==> config.mk <==
export PLATFORM = sky130hd
export DESIGN_NAME = cvj_codec_flat
export DESIGN_NICKNAME = d
export VERILOG_FILES = /design/src/inc/cvj_pkg.sv /design/src/inc/cvj_link_if.sv /design/src/design/cvj_codec.sv /design/src/flat_wrapper.sv
export SDC_FILE = /design/constraint.sdc
export NUM_CORES = 1
export LEC_CHECK = 0
export ABC_AREA = 1
export BUFFER_PORTS_ARGS = -buffer_cell sky130_fd_sc_hd__buf_2
export CORE_AREA = 2 2 118 120
export CTS_BUF_LIST = sky130_fd_sc_hd__clkbuf_4
export DETAILED_ROUTE_END_ITERATION = 10
export DIE_AREA = 0 0 120 122
export PLACE_DENSITY = 0.77
export SETUP_SLACK_MARGIN = 0.1
export SLEW_MARGIN = 20
export SYNTH_ARGS = -nofsm -noshare
export SYNTH_HDL_FRONTEND = slang
export SYNTH_SLANG_ARGS = --single-unit
==> constraint.sdc <==
create_clock -name i_clk_sys -period 4.1 [get_ports i_clk_sys]
set_input_delay 0.41 -clock i_clk_sys [delete_from_list [all_inputs] [get_ports i_clk_sys]]
set_output_delay 0.41 -clock i_clk_sys [all_outputs]
set_load 0.05 [all_outputs]
==> src/inc/cvj_pkg.sv <==
// Shared constants for the jack-pin verb block: link framing, node ids, verbs,
// field positions, reset values and host register map.
// Assumes both ends run on one 40 MHz system clock; the host makes the link clock.
//
// Function
// - Supply register: get FE6, set 7E6 low byte
// - Supply bit 7: tenfold faster reference ramp
// - Supply bits 6:5 pick analog current trim
// - Supply bit 4: input buffer level, resets one
// - Supply bits 3:0: invert, force, force-enable
// - Microphone control: get FF0, set 7F0, four bits
// - Microphone bits 3:2 choose data latch phase
// - Microphone bits 1:0 choose clock rate, reset 2
// - Set 7FF payload 00: answer, then reset group
// - Function reset spares configuration default controls
// - Widget capabilities: pin complex, list, events, stereo
// - Pin capabilities: bias 0x17, io, headphone, sensing
// - List length: short form, two or one
// - List read: 0x10, then 0x11 if enabled
// - Source select bit 0 via 701/F01, reset zero
// - Pin control 707: headphone, output, input enables
// - Unlisted bias code is stored as 000b
// - Event enable: report insertion and sense completion
// - Event tag fills response bits 31:26
// - Sense read: presence bit 31, impedance below
// - Sense write 709 starts measurement, bit0 side
// - Set verbs apply low byte, answer zero

package cvj_pkg;
    localparam int SYS_CLK_HZ = 40_000_000;
    localparam int LINK_CLK_HZ = 5_000_000;
    localparam int LINK_HALF = SYS_CLK_HZ / (2 * LINK_CLK_HZ);
    localparam int CMD_BITS = 28;
    localparam int RSP_BITS = 33;
    localparam int TX_BITS = RSP_BITS + 1;

    localparam logic [7:0] AFG_NID = 8'h01;
    localparam logic [7:0] PIN_NID = 8'h0a;

    localparam logic [11:0] V_GET_SUPPLY = 12'hfe6;
    localparam logic [11:0] V_SET_SUPPLY = 12'h7e6;
    localparam logic [11:0] V_GET_MIC = 12'hff0;
    localparam logic [11:0] V_SET_MIC = 12'h7f0;
    localparam logic [11:0] V_FG_RESET = 12'h7ff;
    localparam logic [11:0] V_GET_PARAM = 12'hf00;
    localparam logic [11:0] V_GET_SEL = 12'hf01;
    localparam logic [11:0] V_GET_LIST = 12'hf02;
    localparam logic [11:0] V_SET_SEL = 12'h701;
    localparam logic [11:0] V_GET_PINCTL = 12'hf07;
    localparam logic [11:0] V_SET_PINCTL = 12'h707;
    localparam logic [11:0] V_GET_EVENT = 12'hf08;
    localparam logic [11:0] V_SET_EVENT = 12'h708;
    localparam logic [11:0] V_GET_SENSE = 12'hf09;
    localparam logic [11:0] V_SET_SENSE = 12'h709;

    localparam logic [7:0] P_WIDGET_CAPS = 8'h09;
    localparam logic [7:0] P_PIN_CAPS = 8'h0c;
    localparam logic [7:0] P_LIST_LEN = 8'h0e;
    localparam logic [7:0] P_RESET_EXEC = 8'h00;

    localparam logic [31:0] WIDGET_CAPS_VAL = 32'h0040_0181;
    localparam logic [7:0] BIAS_OPTIONS = 8'h17;
    localparam logic [31:0] PIN_CAPS_VAL = {16'h0000, BIAS_OPTIONS, 8'h3f};
    localparam logic [6:0] LIST_LEN_TWO = 7'h02;
    localparam logic [6:0] LIST_LEN_ONE = 7'h01;
    localparam logic [7:0] FIRST_CONVERTER = 8'h10;
    localparam logic [7:0] SECOND_CONVERTER = 8'h11;

    localparam logic [7:0] SUPPLY_RST = 8'h10;
    localparam logic [3:0] MIC_RST = 4'h2;
    localparam logic [30:0] IMPEDANCE_NONE = 31'h7fff_ffff;

    localparam int SUP_RAMP_BIT = 7;
    localparam int SUP_TRIM_LSB = 5;
    localparam int SUP_LEVEL_BIT = 4;
    localparam int MIC_PHASE_LSB = 2;
    localparam int PIN_HP_BIT = 7;
    localparam int PIN_OUT_BIT = 6;
    localparam int PIN_IN_BIT = 5;
    localparam int EVT_EN_BIT = 7;
    localparam int TAG_LSB = 26;

    localparam logic [7:0] HA_CMD = 8'h00;
    localparam logic [7:0] HA_STATUS = 8'h04;
    localparam logic [7:0] HA_RESP = 8'h08;
    localparam logic [7:0] HA_EVENT = 8'h0c;
    localparam int ST_BUSY = 0;
    localparam int ST_RESP = 1;
    localparam int ST_EVENT = 2;
endpackage : cvj_pkg

==> src/inc/cvj_link_if.sv <==
// Serial verb link between the controller end and the codec end.
// Assumes the controller drives the bit clock; both ends use one system clock.
`timescale 1ns/100ps
interface cvj_link_if;
    logic bclk;
    logic sync;
    logic sdo;
    logic sdi;

    modport dev (
        input bclk,
        input sync,
        input sdo,
        output sdi
    );

    modport host (
        output bclk,
        output sync,
        output sdo,
        input sdi
    );
endinterface : cvj_link_if

==> src/design/cvj_codec.sv <==
// Codec end: verb decoder, vendor controls and front jack pin node.
// Assumes link lines come from another domain; sense result comes from local logic.
//
// Our own choices: the register addresses and the APB register port.
`timescale 1ns/100ps
module cvj_codec (
    // System
    input wire logic i_clk_sys,
    input wire logic i_srst,
    // Link
    cvj_link_if.dev link,
    // Jack and strap pins
    input wire logic i_jack_present,
    input wire logic i_second_converter_on,
    // Impedance measurement result
    input wire logic i_sense_valid,
    input wire logic [30:0] i_sense_value,
    // Supply controls
    output logic o_anti_pop_fast_ramp,
    output logic [1:0] o_analog_current_trim,
    output logic o_digital_audio_input_level,
    output logic [3:0] o_supply_override,
    // Microphone controls
    output logic [1:0] o_pdm_microphone_phase,
    output logic [1:0] o_pdm_microphone_rate,
    // Pin controls
    output logic o_source_select,
    output logic o_headphone_amp_on,
    output logic o_output_path_on,
    output logic o_input_path_on,
    output logic [2:0] o_bias_voltage_choice,
    output logic o_sense_start,
    output logic o_sense_ring_side
);
    localparam int TX_BITS = cvj_pkg::TX_BITS;

    logic [2:0] bclk_q;
    logic [1:0] sync_q;
    logic [1:0] sdo_q;
    logic [1:0] pres_q;
    logic [1:0] conv_q;
    logic pres_d;
    logic [27:0] cmd_sh;
    logic [4:0] cmd_cnt;
    logic cmd_go;
    logic [7:0] supply_reg;
    logic [3:0] mic_reg;
    logic sel_reg;
    logic [7:0] pinctl_reg;
    logic [7:0] event_reg;
    logic [30:0] imp_reg;
    logic measuring_reg;
    logic start_reg;
    logic ring_reg;
    logic fg_pend_reg;
    logic rsp_pend_reg;
    logic [31:0] rsp_reg;
    logic evt_pend_reg;
    logic [TX_BITS-1:0] tx_sh;
    logic [5:0] tx_cnt;
    logic tx_busy;
    logic sdi_reg;

    // Link edges, found from the synchronised bit clock
    wire rise = bclk_q[1] & ~bclk_q[2];
    wire fall = ~bclk_q[1] & bclk_q[2];

    wire [7:0] nid = cmd_sh[27:20];
    wire [11:0] verb = cmd_sh[19:8];
    wire [7:0] pl = cmd_sh[7:0];
    wire hit_afg = cmd_go && nid == cvj_pkg::AFG_NID;
    wire hit_pin = cmd_go && nid == cvj_pkg::PIN_NID;

    wire wr_supply = hit_afg && verb == cvj_pkg::V_SET_SUPPLY;
    wire wr_mic = hit_afg && verb == cvj_pkg::V_SET_MIC;
    wire wr_fg_reset = hit_afg && verb == cvj_pkg::V_FG_RESET
        && pl == cvj_pkg::P_RESET_EXEC;
    wire wr_sel = hit_pin && verb == cvj_pkg::V_SET_SEL;
    wire wr_pinctl = hit_pin && verb == cvj_pkg::V_SET_PINCTL;
    wire wr_event = hit_pin && verb == cvj_pkg::V_SET_EVENT;
    wire wr_sense = hit_pin && verb == cvj_pkg::V_SET_SENSE;
    wire is_param = hit_pin && verb == cvj_pkg::V_GET_PARAM;

    // Bias codes not offered by the pin are replaced by high impedance
    wire bias_ok = cvj_pkg::BIAS_OPTIONS[pl[2:0]];
    wire [7:0] pinctl_wr = {pl[7:5], 2'b00, bias_ok ? pl[2:0] : 3'b000};

    wire [6:0] list_len = conv_q[1] ? cvj_pkg::LIST_LEN_TWO : cvj_pkg::LIST_LEN_ONE;
    wire [7:0] entry1 = conv_q[1] ? cvj_pkg::SECOND_CONVERTER : 8'h00;

    // Reads; every set verb and unknown verb falls through to zero
    wire [31:0] rd_data =
        (hit_afg && verb == cvj_pkg::V_GET_SUPPLY) ? {24'h0, supply_reg} :
        (hit_afg && verb == cvj_pkg::V_GET_MIC) ? {28'h0, mic_reg} :
        (is_param && pl == cvj_pkg::P_WIDGET_CAPS) ? cvj_pkg::WIDGET_CAPS_VAL :
        (is_param && pl == cvj_pkg::P_PIN_CAPS) ? cvj_pkg::PIN_CAPS_VAL :
        (is_param && pl == cvj_pkg::P_LIST_LEN) ? {25'h0, list_len} :
        (hit_pin && verb == cvj_pkg::V_GET_LIST) ?
            {16'h0, entry1, cvj_pkg::FIRST_CONVERTER} :
        (hit_pin && verb == cvj_pkg::V_GET_SEL) ? {31'h0, sel_reg} :
        (hit_pin && verb == cvj_pkg::V_GET_PINCTL) ? {24'h0, pinctl_reg} :
        (hit_pin && verb == cvj_pkg::V_GET_EVENT) ? {24'h0, event_reg} :
        (hit_pin && verb == cvj_pkg::V_GET_SENSE) ? {pres_q[1], imp_reg} :
        32'h0000_0000;

    // Group reset waits until its own acknowledge has left the wire
    wire fg_clear = fg_pend_reg & ~rsp_pend_reg & ~tx_busy;
    wire ctl_clr = i_srst | fg_clear;

    wire jack_ins = pres_q[1] & ~pres_d;
    wire sense_done = measuring_reg & i_sense_valid;
    wire evt_hit = event_reg[cvj_pkg::EVT_EN_BIT] & (jack_ins | sense_done);
    wire load_rsp = ~tx_busy & rsp_pend_reg;
    wire load_evt = ~tx_busy & ~rsp_pend_reg & evt_pend_reg & ~fg_pend_reg;
    wire [31:0] evt_word = {event_reg[5:0], 26'h0};

    always_ff @(posedge i_clk_sys) begin
        if (i_srst) begin
            bclk_q <= 3'h0;
            sync_q <= 2'h0;
            sdo_q <= 2'h0;
            pres_q <= 2'h0;
            conv_q <= 2'h0;
            pres_d <= 1'b0;
        end else begin
            bclk_q <= {bclk_q[1:0], link.bclk};
            sync_q <= {sync_q[0], link.sync};
            sdo_q <= {sdo_q[0], link.sdo};
            pres_q <= {pres_q[0], i_jack_present};
            conv_q <= {conv_q[0], i_second_converter_on};
            pres_d <= pres_q[1];
        end
    end

    // Command frame: bits taken on link rising edges while sync is high
    always_ff @(posedge i_clk_sys) begin
        if (i_srst) begin
            cmd_sh <= 28'h0;
            cmd_cnt <= 5'h0;
            cmd_go <= 1'b0;
        end else begin
            cmd_go <= 1'b0;
            if (rise && sync_q[1]) begin
                cmd_sh <= {cmd_sh[26:0], sdo_q[1]};
                if (cmd_cnt == 5'(cvj_pkg::CMD_BITS - 1)) begin
                    cmd_cnt <= 5'h0;
                    cmd_go <= 1'b1;
                end else begin
                    cmd_cnt <= cmd_cnt + 5'h1;
                end
            end else if (rise) begin
                cmd_cnt <= 5'h0;
            end
        end
    end

    // Controls; the group reset clears them like the system reset.
    // No configuration default control lives here, so none has to be spared.
    always_ff @(posedge i_clk_sys) begin
        if (ctl_clr) begin
            supply_reg <= cvj_pkg::SUPPLY_RST;
            mic_reg <= cvj_pkg::MIC_RST;
            sel_reg <= 1'b0;
            pinctl_reg <= 8'h00;
            event_reg <= 8'h00;
        end else begin
            if (wr_supply) begin
                supply_reg <= pl;
            end
            if (wr_mic) begin
                mic_reg <= pl[3:0];
            end
            if (wr_sel) begin
                sel_reg <= pl[0];
            end
            if (wr_pinctl) begin
                pinctl_reg <= pinctl_wr;
            end
            if (wr_event) begin
                event_reg <= {pl[7], 1'b0, pl[5:0]};
            end
        end
    end

    // Impedance sense: all ones while busy or without a reading
    always_ff @(posedge i_clk_sys) begin
        if (ctl_clr) begin
            imp_reg <= cvj_pkg::IMPEDANCE_NONE;
            measuring_reg <= 1'b0;
            start_reg <= 1'b0;
            ring_reg <= 1'b0;
        end else begin
            start_reg <= wr_sense;
            if (wr_sense) begin
                imp_reg <= cvj_pkg::IMPEDANCE_NONE;
                measuring_reg <= 1'b1;
                ring_reg <= pl[0];
            end else if (sense_done) begin
                imp_reg <= i_sense_value;
                measuring_reg <= 1'b0;
            end
        end
    end

    // Pending answers; a new event wins over the clear by loading
    always_ff @(posedge i_clk_sys) begin
        if (i_srst) begin
            fg_pend_reg <= 1'b0;
            rsp_pend_reg <= 1'b0;
            rsp_reg <= 32'h0;
            evt_pend_reg <= 1'b0;
        end else begin
            if (wr_fg_reset) begin
                fg_pend_reg <= 1'b1;
            end else if (fg_clear) begin
                fg_pend_reg <= 1'b0;
            end
            if (cmd_go) begin
                rsp_pend_reg <= 1'b1;
                rsp_reg <= rd_data;
            end else if (load_rsp) begin
                rsp_pend_reg <= 1'b0;
            end
            evt_pend_reg <= evt_hit | (evt_pend_reg & ~load_evt & ~fg_clear);
        end
    end

    // Answer frame: start bit, event flag, 32 data bits, driven on falling edges
    always_ff @(posedge i_clk_sys) begin
        if (i_srst) begin
            tx_sh <= '0;
            tx_cnt <= 6'h0;
            tx_busy <= 1'b0;
            sdi_reg <= 1'b0;
        end else if (load_rsp) begin
            tx_sh <= {2'b10, rsp_reg};
            tx_cnt <= 6'h0;
            tx_busy <= 1'b1;
        end else if (load_evt) begin
            tx_sh <= {2'b11, evt_word};
            tx_cnt <= 6'h0;
            tx_busy <= 1'b1;
        end else if (fall) begin
            sdi_reg <= tx_busy & tx_sh[TX_BITS-1];
            if (tx_busy) begin
                tx_sh <= {tx_sh[TX_BITS-2:0], 1'b0};
                tx_cnt <= tx_cnt + 6'h1;
                tx_busy <= tx_cnt != 6'(TX_BITS - 1);
            end
        end
    end

    assign link.sdi = sdi_reg;
    assign o_anti_pop_fast_ramp = supply_reg[cvj_pkg::SUP_RAMP_BIT];
    assign o_analog_current_trim = supply_reg[cvj_pkg::SUP_TRIM_LSB +: 2];
    assign o_digital_audio_input_level = supply_reg[cvj_pkg::SUP_LEVEL_BIT];
    assign o_supply_override = supply_reg[3:0];
    assign o_pdm_microphone_phase = mic_reg[cvj_pkg::MIC_PHASE_LSB +: 2];
    assign o_pdm_microphone_rate = mic_reg[1:0];
    assign o_source_select = sel_reg;
    assign o_headphone_amp_on = pinctl_reg[cvj_pkg::PIN_HP_BIT];
    assign o_output_path_on = pinctl_reg[cvj_pkg::PIN_OUT_BIT];
    assign o_input_path_on = pinctl_reg[cvj_pkg::PIN_IN_BIT];
    assign o_bias_voltage_choice = pinctl_reg[2:0];
    assign o_sense_start = start_reg;
    assign o_sense_ring_side = ring_reg;
endmodule : cvj_codec

==> src/flat_wrapper.sv <==
// flat-port wrapper written by rule: the top's interface ports become plain ports
module cvj_codec_flat 
  (i_clk_sys, i_srst, i_jack_present, i_second_converter_on, i_sense_valid, i_sense_value, o_anti_pop_fast_ramp, o_analog_current_trim, o_digital_audio_input_level, o_supply_override, o_pdm_microphone_phase, o_pdm_microphone_rate, o_source_select, o_headphone_amp_on, o_output_path_on, o_input_path_on, o_bias_voltage_choice, o_sense_start, o_sense_ring_side, link_bclk, link_sync, link_sdo, link_sdi);
  cvj_link_if link_i ();
  input wire logic i_clk_sys;
  input wire logic i_srst;
  input wire logic i_jack_present;
  input wire logic i_second_converter_on;
  input wire logic i_sense_valid;
  input wire logic [30:0] i_sense_value;
  output logic o_anti_pop_fast_ramp;
  output logic [1:0] o_analog_current_trim;
  output logic o_digital_audio_input_level;
  output logic [3:0] o_supply_override;
  output logic [1:0] o_pdm_microphone_phase;
  output logic [1:0] o_pdm_microphone_rate;
  output logic o_source_select;
  output logic o_headphone_amp_on;
  output logic o_output_path_on;
  output logic o_input_path_on;
  output logic [2:0] o_bias_voltage_choice;
  output logic o_sense_start;
  output logic o_sense_ring_side;
  input wire logic [$bits(link_i.bclk)-1:0] link_bclk;
  input wire logic [$bits(link_i.sync)-1:0] link_sync;
  input wire logic [$bits(link_i.sdo)-1:0] link_sdo;
  output wire logic [$bits(link_i.sdi)-1:0] link_sdi;
  assign link_i.bclk = link_bclk;
  assign link_i.sync = link_sync;
  assign link_i.sdo = link_sdo;
  assign link_sdi = link_i.sdi;
  cvj_codec u_core (.i_clk_sys(i_clk_sys), .i_srst(i_srst), .link(link_i), .i_jack_present(i_jack_present), .i_second_converter_on(i_second_converter_on), .i_sense_valid(i_sense_valid), .i_sense_value(i_sense_value), .o_anti_pop_fast_ramp(o_anti_pop_fast_ramp), .o_analog_current_trim(o_analog_current_trim), .o_digital_audio_input_level(o_digital_audio_input_level), .o_supply_override(o_supply_override), .o_pdm_microphone_phase(o_pdm_microphone_phase), .o_pdm_microphone_rate(o_pdm_microphone_rate), .o_source_select(o_source_select), .o_headphone_amp_on(o_headphone_amp_on), .o_output_path_on(o_output_path_on), .o_input_path_on(o_input_path_on), .o_bias_voltage_choice(o_bias_voltage_choice), .o_sense_start(o_sense_start), .o_sense_ring_side(o_sense_ring_side));
endmodule
# Yosys cells after proc, flatten, opt, wreduce, memory -nomap -nowiden
# Memory sizes are Yosys's and may differ from the RTL's. A register that Yosys moved wholly into a read port is not among the register bits.
# Cells that the tools add are included.
dict set report op_classes {
  addsub 2
  magnitude_cmp 1
  n_eq_ne 22
  muxes 34
  bitwise 27
  reduce_logical 39
}
# operator n
set op_table {}
lappend op_table {{$mux 32} 10}
lappend op_table {{$mux 34} 4}
lappend op_table {{$eq 12x12->1 const B} 8}
lappend op_table {{$eq 12x11->1 const B} 7}
lappend op_table {{$eq 8x4->1 const B} 4}
lappend op_table {{$logic_and 1x1->1} 22}
lappend op_table {{$mux 5} 4}
lappend op_table {{$and 1x1->1} 14}
lappend op_table {{$mux 1} 12}
lappend op_table {{$reduce_bool 2->1} 6}
lappend op_table {{$not 1->1} 10}
lappend op_table {{$mux 3} 3}
lappend op_table {{$eq 8x1->1 const B} 1}
lappend op_table {{$logic_not 8->1} 1}
lappend op_table {{$add 6x1->6 const B} 1}
lappend op_table {{$ne 6x6->1 const B} 1}
lappend op_table {{$reduce_and 2->1} 3}
lappend op_table {{$reduce_bool 3->1} 2}
lappend op_table {{$reduce_or 2->1} 3}
lappend op_table {{$add 5x1->5 const B} 1}
lappend op_table {{$eq 5x5->1 const B} 1}
lappend op_table {{$lt 3x4->1 const B} 1}
lappend op_table {{$or 1x1->1} 3}
lappend op_table {{$reduce_and 3->1} 1}
lappend op_table {{other kinds (2)} 2}
dict set report word_totals {
  ff_bits 183
  mem_bits_ro 8
  in_bits 39
  elab_cells 153
  memories 1
}
# memory depth width rd rd_ports_with_merged_regs write_ports line_no
set memory_table {}
lappend memory_table {{(no name shown)} 8 1 1 1 0 cvj_codec.sv:85} ;# wire bias_ok = cvj_pkg::BIAS_OPTIONS[pl[2:0]];

# Depth between registers and ports, before layout
dict set report depth {
  ltp_word 13
  mapped_depth 15
}

# Least setup slack after synthesis
# Ideal clock, no wire load.
dict set report synth_path {
  path_type {input port to flip-flop}
  startpoint {input i_srst}
  endpoint {register u_core.imp_reg[10]}
  t_arrival_ns 1.355
  required_time_ns 3.975
  path_slack_ns 2.620
  path_stages 6
  n_path_buf 2
  path_cell_list {clkbuf_1 a21oi_1 inv_1 nor2_2 buf_2 nand3_1}
}
dict set report synth_via {
  elab_chain_len 2
}
# item line_no
set synth_lines {}
lappend synth_lines {{start: declaration} flat_wrapper.sv:6} ;# input wire logic i_srst;
lappend synth_lines {{$or 1x1->1} cvj_codec.sv:108} ;# wire ctl_clr = i_srst | fg_clear;
lappend synth_lines {{$reduce_or 2->1 (no line)} -}
lappend synth_lines {{end signal: assignment} cvj_codec.sv:188} ;# imp_reg <= cvj_pkg::IMPEDANCE_NONE;
lappend synth_lines {{end signal: assignment} cvj_codec.sv:195} ;# imp_reg <= cvj_pkg::IMPEDANCE_NONE;
lappend synth_lines {{end signal: assignment} cvj_codec.sv:199} ;# imp_reg <= i_sense_value;
lappend synth_lines {{end: declaration} cvj_codec.sv:51} ;# logic [30:0] imp_reg;
# No other way between the ends.
# A chain may end at the register's enable or synchronous reset.

# Worst setup path after layout
dict set report layout_path {
  startpoint {register u_core.tx_busy}
  endpoint {register u_core.tx_sh[29]}
}
dict set report layout_via {
  elab_chain_len 6
  elab_cells_between_ends 10
  classes_between {2 x mux; 5 x bitwise; 3 x reduce/logical}
}
# item line_no
set layout_lines {}
lappend layout_lines {{start: declaration} cvj_codec.sv:61} ;# logic tx_busy;
lappend layout_lines {{start signal: assignment} cvj_codec.sv:248} ;# tx_busy <= tx_cnt != 6'(TX_BITS - 1);
lappend layout_lines {{$not 1->1} {cvj_codec.sv:113, cvj_codec.sv:114}}
lappend layout_lines {{$and 1x1->1 (3 in series)} cvj_codec.sv:114} ;# wire load_evt = ~tx_busy & ~rsp_pend_reg & evt_pend_reg & ~fg_pend_reg;
lappend layout_lines {{$reduce_bool 3->1 (no line) / $mux 34 (equally long branches)} -}
lappend layout_lines {{$reduce_and 2->1 (no line) / $mux 34 (equally long branches)} -}
lappend layout_lines {{end signal: assignment} cvj_codec.sv:236} ;# tx_sh <= {2'b10, rsp_reg};
lappend layout_lines {{end signal: assignment} cvj_codec.sv:240} ;# tx_sh <= {2'b11, evt_word};
lappend layout_lines {{end signal: assignment} cvj_codec.sv:246} ;# tx_sh <= {tx_sh[TX_BITS-2:0], 1'b0};
lappend layout_lines {{end: declaration} cvj_codec.sv:59} ;# logic [TX_BITS-1:0] tx_sh;
# Several ways; a longest one is shown, not always the timed one.

==> impl_metrics.env <==
export IMPL_status="finished, final reports clean"
export IMPL_dp_cells=1217
export IMPL_grt_pass1_wl_mm=29.9
export IMPL_worst_slew_pin_slew_ns=1.01
export IMPL_cts_tree="yes"
export IMPL_largest_reg_flops=34
export IMPL_drc_errors=0
export IMPL_fmax_mhz=439
export IMPL_cts_buffers=17
export IMPL_final_common_cell="nand2_1"
export IMPL_syn_area_per_cell_um2=7.45
export IMPL_cp_start_kind="flip-flop"
export IMPL_drtIter0Drc=578
export IMPL_setup_tns_ns=0
export IMPL_dpl_cell_area_um2=7960
export IMPL_worstHoldPathType="input pin to flip-flop"
export IMPL_fin_util=0.619
export IMPL_period_needed_ns=2.28
export IMPL_powerDensity_nw_per_um2=371
export IMPL_routed_wl_mm=17.7
export IMPL_layout_cells_non_filler=1252
export IMPL_netlist_instances=1027
export IMPL_detail_route_antenna_nets=0
export IMPL_core_area_um2=13500
export IMPL_slew_headroom=0.322
export IMPL_drv_slew=0
export IMPL_maxCapViolations=0
export IMPL_yosysTopAreaCellShare=0.482
export IMPL_io_buffers=60
export IMPL_clockRootBuffer="clkbuf_4"
export IMPL_die_area_um2=14600
export IMPL_cts_resized=0
export IMPL_initial_core_util=0.566
export IMPL_firstDrtPassIters=5
export IMPL_rsz0062_at_grt="false"
export IMPL_clock_sinks=184
export IMPL_track_usage=0.254
export IMPL_synth_seq_cells=184
export IMPL_yosys_area_top_type="dfxtp_1"
export IMPL_cp_data_arrival_time_ns=2.75
export IMPL_dp_hpwl_mm=12.0
export IMPL_worst_path_max_fanout=40
export IMPL_endpoint_kind="flip-flop"
export IMPL_fin_crit_sh=0.555
export IMPL_areaGrowthSynthToFinish_pct=9.28
export IMPL_via_per_inst=5.41
export IMPL_criticalPathCategory="flip-flop to flip-flop"
export IMPL_grt_pass1_vias=6233
export IMPL_final_nets=1101
export IMPL_whs_ns=0.0550
export IMPL_clockBufferDepth=2
export IMPL_antenna_found_initial=0
export IMPL_io_pin_count=61
export IMPL_place_congestion=0.994
export IMPL_diodes=0
export IMPL_wl_per_cell_um=14.1
export IMPL_yosysWarnings=0
export IMPL_htreeDepth=4
export IMPL_finClkSkew_ns=0.0122
export IMPL_synth_main_ff_cell="dfxtp_1"
export IMPL_synth_seq_area_share=0.482
export IMPL_vias=6779
export IMPL_die_width_um=120
export IMPL_die_height_um=122
export IMPL_ir_drop_uv=247
export IMPL_required_ns=4.57
export IMPL_layout_common_cells="nand2_1 (229), dfxtp_1 (184), a21oi_1 (107)"
export IMPL_synth_edf_count=0
export IMPL_hold_viol=0
export IMPL_synth_async_reset_ratio=0
export IMPL_syn_nets=1069
export IMPL_leakage_nw=3.49
export IMPL_grt_max_degree=54
export IMPL_setup_violations=0
export IMPL_synth_area_top_cells="dfxtp_1 (48%), nand2_1 (11%), a21oi_1 (7.0%), o21ai_0 (6.5%), nand3_1 (6.0%)"
export IMPL_synthDistinctLibCells=41
export IMPL_path_clk_slew_ns=0.14
export IMPL_fin_area_um2=8360
export IMPL_drive_above_1_share=0.118
export IMPL_grt_overflow=0
export IMPL_clk_latency_ns=0.56
export IMPL_syn_area_um2=7650
export IMPL_fillers=1245
export IMPL_rows=43
[cell usage after synthesis, types with 2 or more instances]
library cell / count
a211oi_1: 6
a21oi_1: 107
a31oi_1: 10
buf_2: 11
buf_4: 3
buf_6: 3
clkbuf_1: 38
dfxtp_1: 184
ha_1: 3
inv_1: 100
inv_2: 8
nand2_1: 229
nand2_2: 3
nand3_1: 91
nand3b_1: 2
nand4_1: 11
nor2_1: 50
nor2_2: 4
nor2_4: 4
nor2_8: 2
nor3_1: 10
nor3_2: 4
nor4_1: 4
o211ai_1: 5
o21ai_0: 100
o21ai_1: 14
o21bai_1: 5
or2_2: 2
xor2_1: 2
[repair_timing]
action,4_1_cts,5_1_grt
endpoints found under the hold margin,3,0
hold buffers,3,0
setup buffers,0,0
[worst paths after layout]
check | startpoint | end | slack (ns) | cells after the start
hold / removal | link_sdo | u_core.sdo_q[0]$_SDFF_PP0_ | 0.05 | 3
setup reg to reg | u_core.tx_busy$_SDFFE_PP0P_ | u_core.tx_sh[29]$_SDFFE_PP0P_ | 1.82 | 10
setup / recovery | u_core.tx_busy$_SDFFE_PP0P_ | u_core.tx_sh[29]$_SDFFE_PP0P_ | 1.82 | 10
hold reg to reg | u_core.sdo_q[0]$_SDFF_PP0_ | u_core.sdo_q[1]$_SDFF_PP0_ | 0.41 | 2
[worst max-delay path, stage by stage, from the launching register on]
cell and delay (ns):
dfxtp_1 0.42, inv_2 0.08, nand2_2 0.07, inv_2 0.25, nor2_8 0.40, inv_4 0.09
nor2_8 0.18, inv_2 0.27, o21ai_1 0.22, o21bai_1 0.14, inv_1 0.05
[layer usage]
layer  global-route usage  up-vias  wire (um)
met5                    0        -          0
met4                0.109        0        473
li1                     -     3451          -
met2                0.372      204       7610
met3               0.0524       38        953
met1                0.363     3086       8670
[final cells by class]
class	count	area, um2	area share
Sequential cell	184	3680	0.441
Timing Repair Buffer	69	375	0.0449
Inverter	109	412	0.0493
Clock inverter	13	224	0.0268
Multi-Input combinational cell	678	3290	0.394
Clock buffer	19	143	0.0171
Tap cell	180	225	0.0270
[metrics by stage]
step,total power [W],worst slack [ns]
6_report,0.00310,1.82
5_1_grt,0.00321,1.56
4_1_cts,0.00312,1.81
3_5_place_dp,0.00193,1.87
3_3_place_gp,0.00192,1.92
2_1_floorplan,0.00189,2.62
[where the power goes]
group          leakage [nW]  switching (W)  internal (W)
sequential             1.49     0.00000556       0.00180
combinational          1.81      0.0000581     0.0000286
clock                 0.195       0.000593      0.000619
total                  3.49       0.000656       0.00244
[cell families (layout without fill, tap and decap cells)]
group                      count (synthesis)  in the layout  synth area share
and+or+nand+nor                          418            418             0.246
adders and majority gates                  3              3           0.00491
xor gates and xnor gates                   2              2           0.00229
AOI/OAI and AO/OA                        255            255             0.178
buffers and inverters                    165            210            0.0875
DFF                                      184            184             0.482
Note: power is estimated with default switching activity, not from simulation.
